--- config.mk ---
export PLATFORM = sky130hd
export DESIGN_NAME = oss_osc_select
export DESIGN_NICKNAME = d
export VERILOG_FILES = /design/src/rtl/oss_osc_select.v
export VERILOG_INCLUDE_DIRS = /design/src /design/src/rtl
export SDC_FILE = /design/constraint.sdc
export NUM_CORES = 1
export LEC_CHECK = 0
export BUFFER_PORTS_ARGS = -buffer_cell sky130_fd_sc_hd__buf_4
export CAP_MARGIN = 0
export CORE_AREA = 2 2 79 81
export DETAILED_ROUTE_END_ITERATION = 8
export DIE_AREA = 0 0 81 83
export PLACE_DENSITY = 0.74
export SLEW_MARGIN = 20
export SYNTH_ARGS = -nofsm -noshare
export SYNTH_HDL_FRONTEND = slang
export SYNTH_SLANG_ARGS = --single-unit
export TNS_END_PERCENT = 30
--- constraint.sdc ---
create_clock -name clk -period 2 [get_ports clk]
set_input_delay 0.2 -clock clk [delete_from_list [all_inputs] [get_ports clk]]
set_output_delay 0.2 -clock clk [all_outputs]
set_load 0.1 [all_outputs]
--- src/rtl/oss_map.vh ---
// register offsets, field positions, reset values and codes for the
// oscillator select and status block; included by rtl/oss_osc_select.v
`ifndef OSS_MAP_VH
`define OSS_MAP_VH

// =====================================================================
// register byte addresses (word aligned)
`define OSS_CTRL_ADDR        4'h0
`define OSS_STAT_ADDR        4'h4
`define OSS_UNMAPPED_DATA    32'h0000_0000

// =====================================================================
// control register fields
`define OSS_IFS_HI           6
`define OSS_IFS_LO           3
`define OSS_SCS_HI           1
`define OSS_SCS_LO           0
`define OSS_IFS_RESET        4'h7
`define OSS_SCS_RESET        2'h0

// =====================================================================
// status register field positions
`define OSS_ST_SEC_READY     7
`define OSS_ST_EXT_ACTIVE    5
`define OSS_ST_HF_READY      4
`define OSS_ST_LF_READY      1
`define OSS_ST_HF_STABLE     0

// =====================================================================
// system clock source codes
`define OSS_SCS_CONFIG       2'h0
`define OSS_SCS_SECONDARY    2'h1

// =====================================================================
// source kinds driven on the source select output
`define OSS_SRC_LF           3'h0
`define OSS_SRC_HF           3'h1
`define OSS_SRC_SECONDARY    3'h2
`define OSS_SRC_EXTERNAL     3'h3
`define OSS_SRC_CFG_INT      3'h4

// =====================================================================
// divider codes for the internal block (log2 of 16 MHz divisor)
`define OSS_DIV_16M          4'h0
`define OSS_DIV_8M           4'h1
`define OSS_DIV_4M           4'h2
`define OSS_DIV_2M           4'h3
`define OSS_DIV_1M           4'h4
`define OSS_DIV_500K         4'h5
`define OSS_DIV_250K         4'h6
`define OSS_DIV_125K         4'h7
`define OSS_DIV_62K5         4'h8
`define OSS_DIV_31K25        4'h9
`define OSS_DIV_LF           4'hf

// =====================================================================
// config word clock choice meaning internal oscillator
`define OSS_CFG_INTERNAL     2'h0

`endif

--- src/rtl/oss_osc_select.v ---
// oscillator control and status registers with a glitch-free clock
// switch sequencer; Avalon-MM slave with waitrequest on clk.
// assumes oscillator ready levels arrive asynchronously and that the
// switch handshake comes from the clock gating cell in another domain.
// assumes the gate drops both handshake levels after each switch, the
// config clock choice is a static strap, and the master holds each
// request until it sees waitrequest low.
//
// control register, offset 0x0:
//   bit 7 zero, 6..3 internal frequency select, bit 2 zero,
//   1..0 system clock source select
// status register, offset 0x4:
//   bit 7 secondary ready, 5 external clock active, 4 hf ready,
//   1 lf ready, 0 hf stable, all others zero
// source select out: 0 lf, 1 hf, 2 secondary, 3 external,
//   4 internal named by the config clock choice
// divider select out: log2 of the 16 MHz divisor, f for the lf source
//
// Function
// - control bits 6..3 select the internal frequency per code table.
// - any reset loads the frequency select with 0111 for 500 kHz.
// - codes 1000..1010 give 125/250/500 kHz divided from the hf source.
// - clock select 1x routes the internal block, 01 the secondary osc.
// - clock select 00 takes the source named by the config clock choice.
// - control bits 7 and 2, status bits 6, 3, 2 read zero, drop writes.
// - status bit 7 reports the secondary oscillator ready condition.
// - status bit 5 reports running from the config external source.
// - a switch waits for the old clock low, holds low, new clock rises.
`timescale 1ns/1ps
`include "oss_map.vh"

module oss_osc_select #(
  parameter ADDR_W = 4
) (
  // clock, reset and register bus
  input  wire              clk,
  input  wire              reset,
  input  wire [ADDR_W-1:0] address,
  input  wire              read,
  input  wire              write,
  input  wire [3:0]        byteenable,
  input  wire [31:0]       writedata,
  output reg  [31:0]       readdata,
  output reg               waitrequest,
  // strap and oscillator levels, all asynchronous
  input  wire [1:0]        configClockChoice,
  input  wire              secondaryOscEnable,
  input  wire              secondaryOscRun,
  input  wire              hfInternalReady,
  input  wire              hfInternalStable,
  input  wire              lfInternalReady,
  // clock gate handshake
  input  wire              oldClockLow,
  input  wire              newClockHigh,
  // to the clock gate
  output reg  [2:0]        srcSelect,
  output reg  [3:0]        divSelect,
  output reg               clockHoldLow,
  output reg               switchBusy
);

  // ===================================================================
  // switch sequencer states
  // idle: outputs match the decode, or the gate is not yet released
  // wfall: waiting to see the old clock low
  // wrise: system clock held low, waiting to see the new clock high
  localparam [1:0] ST_IDLE = 2'h0;
  localparam [1:0] ST_WFALL = 2'h1;
  localparam [1:0] ST_WRISE = 2'h2;

  // ===================================================================
  // input synchronisers: first stage feeds only the second
  // levels only; a pulse shorter than one clock may be lost
  localparam NSYNC = 7;
  wire [NSYNC-1:0] asyncIn;
  reg  [NSYNC-1:0] syncA_r;
  reg  [NSYNC-1:0] syncB_r;
  assign asyncIn = {secondaryOscEnable, secondaryOscRun, hfInternalReady,
                    hfInternalStable, lfInternalReady, oldClockLow,
                    newClockHigh};

  genvar gi;
  generate
    for (gi = 0; gi < NSYNC; gi = gi + 1) begin : gSync
      always @(posedge clk or posedge reset) begin
        if (reset) begin
          syncA_r[gi] <= 1'b0;
          syncB_r[gi] <= 1'b0;
        end else begin
          syncA_r[gi] <= asyncIn[gi];
          syncB_r[gi] <= syncA_r[gi];
        end
      end
    end
  endgenerate

  wire secEnS    = syncB_r[6];
  wire secRunS   = syncB_r[5];
  wire hfRdyS    = syncB_r[4];
  wire hfStabS   = syncB_r[3];
  wire lfRdyS    = syncB_r[2];
  wire oldLowS   = syncB_r[1];
  wire newHighS  = syncB_r[0];

  // config word strap: two flops like every other pin
  // a strap change still goes through the switch sequencer
  reg [1:0] cfgMeta_r;
  reg [1:0] cfgChoice_r;
  always @(posedge clk or posedge reset) begin
    if (reset) begin
      cfgMeta_r   <= `OSS_CFG_INTERNAL;
      cfgChoice_r <= `OSS_CFG_INTERNAL;
    end else begin
      cfgMeta_r   <= configClockChoice;
      cfgChoice_r <= cfgMeta_r;
    end
  end

  // ===================================================================
  // bus decode
  wire       ctrlHit = (address == `OSS_CTRL_ADDR);
  wire       statHit = (address == `OSS_STAT_ADDR);
  // single-cycle wait so every access sees one wait state
  wire       accept  = (read | write) & waitrequest;
  // the edge at which the master sees waitrequest low ends the access;
  // a write lands there and nowhere else
  wire       commit  = (read | write) & ~waitrequest;

  // ===================================================================
  // control register
  reg  [3:0] intFreqSelect_r;
  reg  [1:0] sysClockSourceSelect_r;

  // written only at the completing edge of a lane 0 control write
  always @(posedge clk or posedge reset) begin
    if (reset) begin
      intFreqSelect_r        <= `OSS_IFS_RESET;
      sysClockSourceSelect_r <= `OSS_SCS_RESET;
    end else if (commit && write && ctrlHit && byteenable[0]) begin
      // bits 7 and 2 are not stored at all
      intFreqSelect_r        <= writedata[`OSS_IFS_HI:`OSS_IFS_LO];
      sysClockSourceSelect_r <= writedata[`OSS_SCS_HI:`OSS_SCS_LO];
    end
  end

  // ===================================================================
  // frequency decode: divider code and which internal source
  // codes 8..a reuse the hf divider taps, so moving between a code
  // and its duplicate needs no switch at all
  reg [3:0] divNxt;
  reg       useHfNxt;
  always @* begin
    useHfNxt = 1'b1;
    divNxt   = `OSS_DIV_16M;
    case (intFreqSelect_r)
      4'h0, 4'h1: begin
        divNxt   = `OSS_DIV_LF;
        useHfNxt = 1'b0;
      end
      4'h2, 4'h3: divNxt = `OSS_DIV_31K25;
      4'h4: divNxt = `OSS_DIV_62K5;
      4'h5: divNxt = `OSS_DIV_125K;
      4'h6: divNxt = `OSS_DIV_250K;
      4'h7: divNxt = `OSS_DIV_500K;
      // duplicates taken straight from the hf source divider
      4'h8: divNxt = `OSS_DIV_125K;
      4'h9: divNxt = `OSS_DIV_250K;
      4'ha: divNxt = `OSS_DIV_500K;
      4'hb: divNxt = `OSS_DIV_1M;
      4'hc: divNxt = `OSS_DIV_2M;
      4'hd: divNxt = `OSS_DIV_4M;
      4'he: divNxt = `OSS_DIV_8M;
      default: divNxt = `OSS_DIV_16M;
    endcase
  end

  // ===================================================================
  // source selection
  reg [2:0] srcNxt;
  always @* begin
    if (sysClockSourceSelect_r[1])
      srcNxt = useHfNxt ? `OSS_SRC_HF : `OSS_SRC_LF;
    else if (sysClockSourceSelect_r == `OSS_SCS_SECONDARY)
      srcNxt = `OSS_SRC_SECONDARY;
    else if (cfgChoice_r == `OSS_CFG_INTERNAL)
      srcNxt = `OSS_SRC_CFG_INT;
    else
      srcNxt = `OSS_SRC_EXTERNAL;
  end

  // ===================================================================
  // switch sequencer: old clock low, hold, then new clock high
  reg [1:0] state_r;
  reg [2:0] pendSrc_r;
  reg [3:0] pendDiv_r;
  wire      changeReq = (srcNxt != srcSelect) || (divNxt != divSelect);
  // gate levels lag two flops; a new switch waits until both are seen
  // low again, or a stale high would skip the falling-edge wait
  wire      gateIdle  = ~oldLowS & ~newHighS;
  wire      startSw   = changeReq & gateIdle;

  // pending codes latched at the start; later writes wait their turn
  always @(posedge clk or posedge reset) begin
    if (reset) begin
      state_r      <= ST_IDLE;
      srcSelect    <= `OSS_SRC_HF;
      divSelect    <= `OSS_DIV_500K;
      pendSrc_r    <= `OSS_SRC_HF;
      pendDiv_r    <= `OSS_DIV_500K;
      clockHoldLow <= 1'b0;
      switchBusy   <= 1'b0;
    end else begin
      case (state_r)
        ST_IDLE: begin
          if (startSw) begin
            pendSrc_r  <= srcNxt;
            pendDiv_r  <= divNxt;
            switchBusy <= 1'b1;
            state_r    <= ST_WFALL;
          end
        end
        ST_WFALL: begin
          if (oldLowS) begin
            clockHoldLow <= 1'b1;
            state_r      <= ST_WRISE;
          end
        end
        ST_WRISE: begin
          if (newHighS) begin
            srcSelect    <= pendSrc_r;
            divSelect    <= pendDiv_r;
            clockHoldLow <= 1'b0;
            switchBusy   <= 1'b0;
            state_r      <= ST_IDLE;
          end
        end
        default: state_r <= ST_IDLE;
      endcase
    end
  end

  // ===================================================================
  // status bits: hardware driven only, never written
  // ready copies lag their pins by the two synchroniser flops
  wire secReady  = secEnS ? secRunS : 1'b1;
  wire extActive = (srcSelect == `OSS_SRC_EXTERNAL);
  reg [7:0] statusVal;
  always @* begin
    statusVal = 8'h00;
    statusVal[`OSS_ST_SEC_READY]  = secReady;
    statusVal[`OSS_ST_EXT_ACTIVE] = extActive;
    statusVal[`OSS_ST_HF_READY]   = hfRdyS;
    statusVal[`OSS_ST_LF_READY]   = lfRdyS;
    statusVal[`OSS_ST_HF_STABLE]  = hfStabS;
  end

  // ===================================================================
  // read data mux; unmapped offsets read as zero
  reg [31:0] readNxt;
  always @* begin
    readNxt = `OSS_UNMAPPED_DATA;
    if (ctrlHit)
      readNxt = {24'h0, 1'b0, intFreqSelect_r, 1'b0,
                 sysClockSourceSelect_r};
    else if (statHit)
      readNxt = {24'h0, statusVal};
  end

  // ===================================================================
  // bus answer: waitrequest drops one cycle after the request
  // fixed one wait state; readdata then stands until the next read
  always @(posedge clk or posedge reset) begin
    if (reset) begin
      waitrequest <= 1'b1;
      readdata    <= `OSS_UNMAPPED_DATA;
    end else begin
      waitrequest <= ~accept;
      if (accept && read)
        readdata <= readNxt;
    end
  end

endmodule

# --- Yosys cells after proc, flatten, opt, wreduce, memory -nomap -nowiden ---
# Cells that the tools add are included.
op_classes:
  n_reduce_logical: 21
  bitwise_logic: 9
  n_eq_ne: 24
  mux: 17
ops:
  columns: ["op", "n"]
  rows:
  - ["4-bit case mux with 10 select lines", 1]
  - ["4-bit == test (second input constant)", 7]
  - ["4-bit by 3-bit == test with 1-bit output (second input constant)", 5]
  - ["8-bit 2-to-1 mux", 2]
  - ["2-bit OR reduction", 5]
  - ["3-bit 2-to-1 mux", 3]
  - ["3-bit AND reduction", 3]
  - ["4-bit by 2-bit == test with 1-bit output (second input constant)", 2]
  - ["4-bit logical NOT", 2]
  - ["2-bit 2-to-1 mux", 3]
  - ["2-bit != test (second input constant)", 3]
  - ["2-bit case mux with 3 select lines", 1]
  - ["1-bit 2-to-1 mux", 5]
  - ["1-bit AND", 4]
  - ["2-bit by 1-bit == test with 1-bit output (second input constant)", 2]
  - ["4-bit by 1-bit == test with 1-bit output (second input constant)", 1]
  - ["1-bit logical AND", 4]
  - ["2-bit logical NOT", 2]
  - ["4-bit != test", 1]
  - ["1-bit NOT", 4]
  - ["1-bit case mux with 2 select lines", 2]
  - ["2-bit AND reduction", 2]
  - ["2-bit nonzero test", 2]
  - ["3-bit by 2-bit == test with 1-bit output (second input constant)", 1]
  - ["other kinds (4)", 4]
totals:
  elab_cells: 98
  output_inout_bits: 42
  input_bits: 53
  register_bits: 75

# --- Depth between registers and ports, before layout ---
depth:
  depth_word: 9
  depth_mapped: 7
  ltp_nobuf: 5

# --- Worst setup path before layout ---
# OpenSTA, ideal clock, no wires.
synth_timing:
  kind: "register to register"
  from: "register srcSelect[2]"
  to: "register pendSrc_r[1]"
  path_stages_with_launch: 7
  setup_slack_ns: -0.328
  required_time_ns: 1.931
  n_path_buf: 1
  synth_period_minus_slack_ns: 2.328
  setup_ns: 0.069
  arrival_time_ns: 2.258
  cell_sequence: "dfrtp_1 -> nor3b_1 -> mux2i_1 -> a211o_1 -> buf_6 -> or4_1 -> nand3_1"
synth_via:
  elab_chain_len: 4
synth_lines:
  columns: ["item", "line", "source"]
  rows:
  - ["start, declared", "oss_osc_select.v:56", "output reg [2:0] srcSelect,"]
  - ["start signal, assigned", "oss_osc_select.v:206", "srcSelect <= `OSS_SRC_HF;"]
  - ["start signal, assigned", "oss_osc_select.v:230", "srcSelect <= pendSrc_r;"]
  - ["3-bit != test", "oss_osc_select.v:196", "wire changeReq = (srcNxt != srcSelect) || (divNxt != divSelect);"]
  - ["1-bit logical OR", "oss_osc_select.v:196", null]
  - ["1-bit AND", "oss_osc_select.v:200", "wire startSw = changeReq & gateIdle;"]
  - ["2-bit AND reduction (no line)", null, null]
  - ["end signal, assigned", "oss_osc_select.v:208", "pendSrc_r <= `OSS_SRC_HF;"]
  - ["end signal, assigned", "oss_osc_select.v:216", "pendSrc_r <= srcNxt;"]
  - ["end, declared", "oss_osc_select.v:194", "reg [2:0] pendSrc_r;"]
# No other way between the ends.
# A chain may end at the register's enable or synchronous reset.

# --- Final worst setup path ---
layout_timing:
  from: "register sysClockSourceSelect_r[1]"
  to: "register pendSrc_r[1]"
layout_via:
  elab_chain_len: 7
layout_lines:
  columns: ["item", "line", "source"]
  rows:
  - ["start, declared", "oss_osc_select.v:132", "reg [1:0] sysClockSourceSelect_r;"]
  - ["start signal, assigned", "oss_osc_select.v:138", "sysClockSourceSelect_r <= `OSS_SCS_RESET;"]
  - ["start signal, assigned", "oss_osc_select.v:142", "sysClockSourceSelect_r <= writedata[`OSS_SCS_HI:`OSS_SCS_LO];"]
  - ["2-bit by 1-bit == test with 1-bit output (no line)", null, null]
  - ["3-bit 2-to-1 mux", "oss_osc_select.v:183", "else if (sysClockSourceSelect_r == `OSS_SCS_SECONDARY)"]
  - ["3-bit 2-to-1 mux (*)", "oss_osc_select.v:181", "if (sysClockSourceSelect_r[1])"]
  - ["3-bit != test", "oss_osc_select.v:196", null]
  - ["1-bit logical OR", "oss_osc_select.v:196", null]
  - ["1-bit AND", "oss_osc_select.v:200", null]
  - ["2-bit AND reduction (no line)", null, null]
# Every way passes the cells marked *; elsewhere a longest branch is shown, timed or not.

==> metrics <==
status finished with violations; failing checks negative setup slack; Synth-to-Final Area Change 37.88%; leakage 1.556 nW; routability congestion estimate 0.8004; Die H 83 µm; crit path kind register to register; ant diodes 0; Starting Density 0.4288; Pwr Total 4.742 mW; critical path launch point type register; Antenna Violating Nets Remaining 0; TritonRoute pass-1 iters 4; CTS tree built; r2r endpoint pendSrc_r[1]$_DFFE_PP0P_; most used flip-flop cell after synthesis dfrtp_1; top cell type by total area after synthesis dfrtp_1; flop2flop setup slack -0.09 ns; CP Capture Type register; final worst setup slack -0.09175 ns; RSZ-0062 raised after global routing yes; min cycle time layout 2.092 ns; clk sinks 50; Avg Inst Size Synth 10.89 µm²; non-filler instance count after layout 391; f_max 478.1 MHz; Max Fanout on Critical Path 7; H-tree lvl count 2; global-route total usage across every layer 0.1754; Clk Latency, worst-skew pair 0.31 ns; Hold Path Stages 2; worst endpoint data arrival time 2.27 ns; vias per cell 5.414; Synth async-reset ratio 1.000; first-pass GRT wire length 9246 µm; Placed Cells 357; worst path required time 2.18 ns; Worst R2R Start sysClockSourceSelect_r[1]$_DFFE_PP0P_; #FFs+latches synth 50; Finished Core Util 0.5912; number of flops mapped to enable cells by yosys 0; YS warnings 0; post-synth top area share 0.4014; HP Start read; total CTS buffers 5; initial antenna violation count 0; Least-Margin Pin Slew 0.5408 ns; GR Overflow Total 0; relative slew slack 0.6390; vias in the first global route 1950; worst vdd ir 0.9857 mV; Final period util 1.046; DRT iter0 DRCs 215; Min-Delay Path Class primary input to register; Cell Rows 28; Finished Cell Area 3438 µm²; worst min-delay path endpoint waitrequest$_DFF_PP1_; synthesized area 2494 µm²; Place WS -0.1313 ns; Hold Vio Cnt, Final 0; final WL 6174 µm; Worst-path clk slew 0.10 ns; Pins Over Slew Limit 0; Worst R2R Path Depth 6; I/O Pins 95; chip width 81 µm; fraction of layout cells with a size suffix above 1 0.4462; Yosys cell types 47; PwrDens 1379 nW/µm²; Final Setup Violations 8; via count 2117; Layout Skew 0.01161 ns; CTS max path bufs 2; core area 5816 µm²; post-synthesis sequential area ratio 0.5068; largest net degree at the start of global routing 27; Synth area leaders dfrtp_1 40%, dfstp_2 11%, buf_4 7.8%; root buffer cell clkbuf_8; DP Wirelength 3703 µm; WL/cell 15.79 µm; drc violations 0; cells after synthesis 229; MaxCap Viol Count 0; quantity of I/O buffers inserted on ports 40; Post-layout nets 368; placed cell areas 2965 µm²; Die ar. 6723 µm²
-- placed cells by master, fill, tap and decap left out, types with 3 or more instances in the layout --
cell,synthesis,routed
a22oi_1,3,3
inv_1,4,3
buf_4,26,75
nand3_1,8,7
dfrtp_1,40,34
conb_1,1,25
o21a_1,6,6
nand2_1,16,16
dfstp_2,10,8
clkbuf_8,0,5
nor3_1,3,3
buf_12,0,3
nor2_1,4,4
or4_4,0,4
or3b_4,0,3
nand2b_1,3,3
o21ai_0,19,19
dfrtp_2,0,4
a221oi_1,8,7
or3b_1,3,3
dlygate4sd3_1,0,10
or4_1,8,4
mux2_2,12,12
-- cell usage after synthesis, drive strengths merged (2+ instances only) --
cell,n
a211oi,2
a21oi,3
a221oi,9
a22oi,3
and4b,2
buf,34
clkbuf,4
dfrtp,40
dfstp,10
inv,5
mux2,12
mux2i,2
nand2,16
nand2b,3
nand3,8
nor2,4
nor3,3
nor3b,3
nor4,2
nor4b,3
o211a,2
o21a,6
o21ai,20
o21bai,2
o31ai,2
or3,2
or3b,6
or4,8
xnor2,2
-- per-stage QoR --
step	TNS (ns)	hold WS (ns)
2_1_floorplan	-0.02479	0.2314
3_3_place_gp	-0.2523	0.2832
3_5_place_dp	-0.4819	0.2884
4_1_cts	0	0.03894
5_1_grt	-0.8922	0.05277
6_report	-0.2727	0.03758
-- cell type report --
type	count	area, µm²
Multi-Input combinational cell	163	1199
Sequential cell	50	1284
Timing Repair Buffer	90	745.7
Inverter	5	18.77
Fill cell	487	2377
Tap cell	75	93.84
Clock inverter	3	28.78
Clock buffer	5	68.82
-- repair_timing --
action,in CTS,in global routing
resized for setup,10,19
hold endpoints to repair,27,0
pin swaps,4,8
setup buffers,4,9
gates cloned,2,1
endpoints found under the setup margin,9,9
hold buffers,10,0
-- power breakdown --
part	internal (mW)	switching (mW)
clock	0.260	0.362
sequential	1.29	0.257
combinational	0.931	1.64
total	2.48	2.26
-- critical path, stage by stage, from the launching register on --
cell	delay (ns)
dfrtp_2	0.48
inv_2	0.07
or3_1	0.43
a211o_1	0.37
buf_4	0.17
a221oi_1	0.29
nand3_1	0.15
-- kinds of logic after synthesis --
family,Yosys count,synth area share
buffers and inverters,43,0.1129
multiplexers,14,0.06222
other,1,0.001504
XOR/XNOR,2,0.007026
AND/OR/NAND/NOR,64,0.1551
flip-flops,50,0.5068
AO/OA/AOI/OAI,55,0.1545
-- worst max-delay path by stage --
stage	cells after the start	start	end	slack, ns
after floorplan	5	srcSelect[1]$_DFFE_PP0P_	pendSrc_r[1]$_DFFE_PP0P_	-0.02
after global placement	6	intFreqSelect_r[2]$_DFFE_PP1P_	pendSrc_r[2]$_DFFE_PP0P_	-0.07
after detailed placement	6	intFreqSelect_r[2]$_DFFE_PP1P_	pendSrc_r[2]$_DFFE_PP0P_	-0.13
after CTS	6	intFreqSelect_r[2]$_DFFE_PP1P_	pendDiv_r[0]$_DFFE_PP1P_	0.002
after global routing	7	intFreqSelect_r[3]$_DFFE_PP0P_	pendDiv_r[2]$_DFFE_PP1P_	-0.14
final	6	sysClockSourceSelect_r[1]$_DFFE_PP0P_	pendSrc_r[1]$_DFFE_PP0P_	-0.09
-- sequential cells by signal (all words and copies together), names as in the netlist --
signal / count
cfgChoice_r: 2
state_r: 2
sysClockSourceSelect_r: 2
oldLowS: 1
cfgMeta_r: 2
srcSelect: 3
hfRdyS: 1
hfStabS: 1
readdata: 7
intFreqSelect_r: 4
pendSrc_r: 3
secEnS: 1
newHighS: 1
waitrequest: 1
clockHoldLow: 1
divSelect: 4
secRunS: 1
switchBusy: 1
pendDiv_r: 4
syncA_r: 7
lfRdyS: 1
-- metal layers --
layer,wire (µm),GRT usage,up-vias
met5,0,0,-
met4,130,0.07396,0
met3,288,0.03043,15
met2,3193,0.2772,82
met1,2562,0.2358,1049
li1,-,-,971
Note: power is estimated with default switching activity, not from simulation.
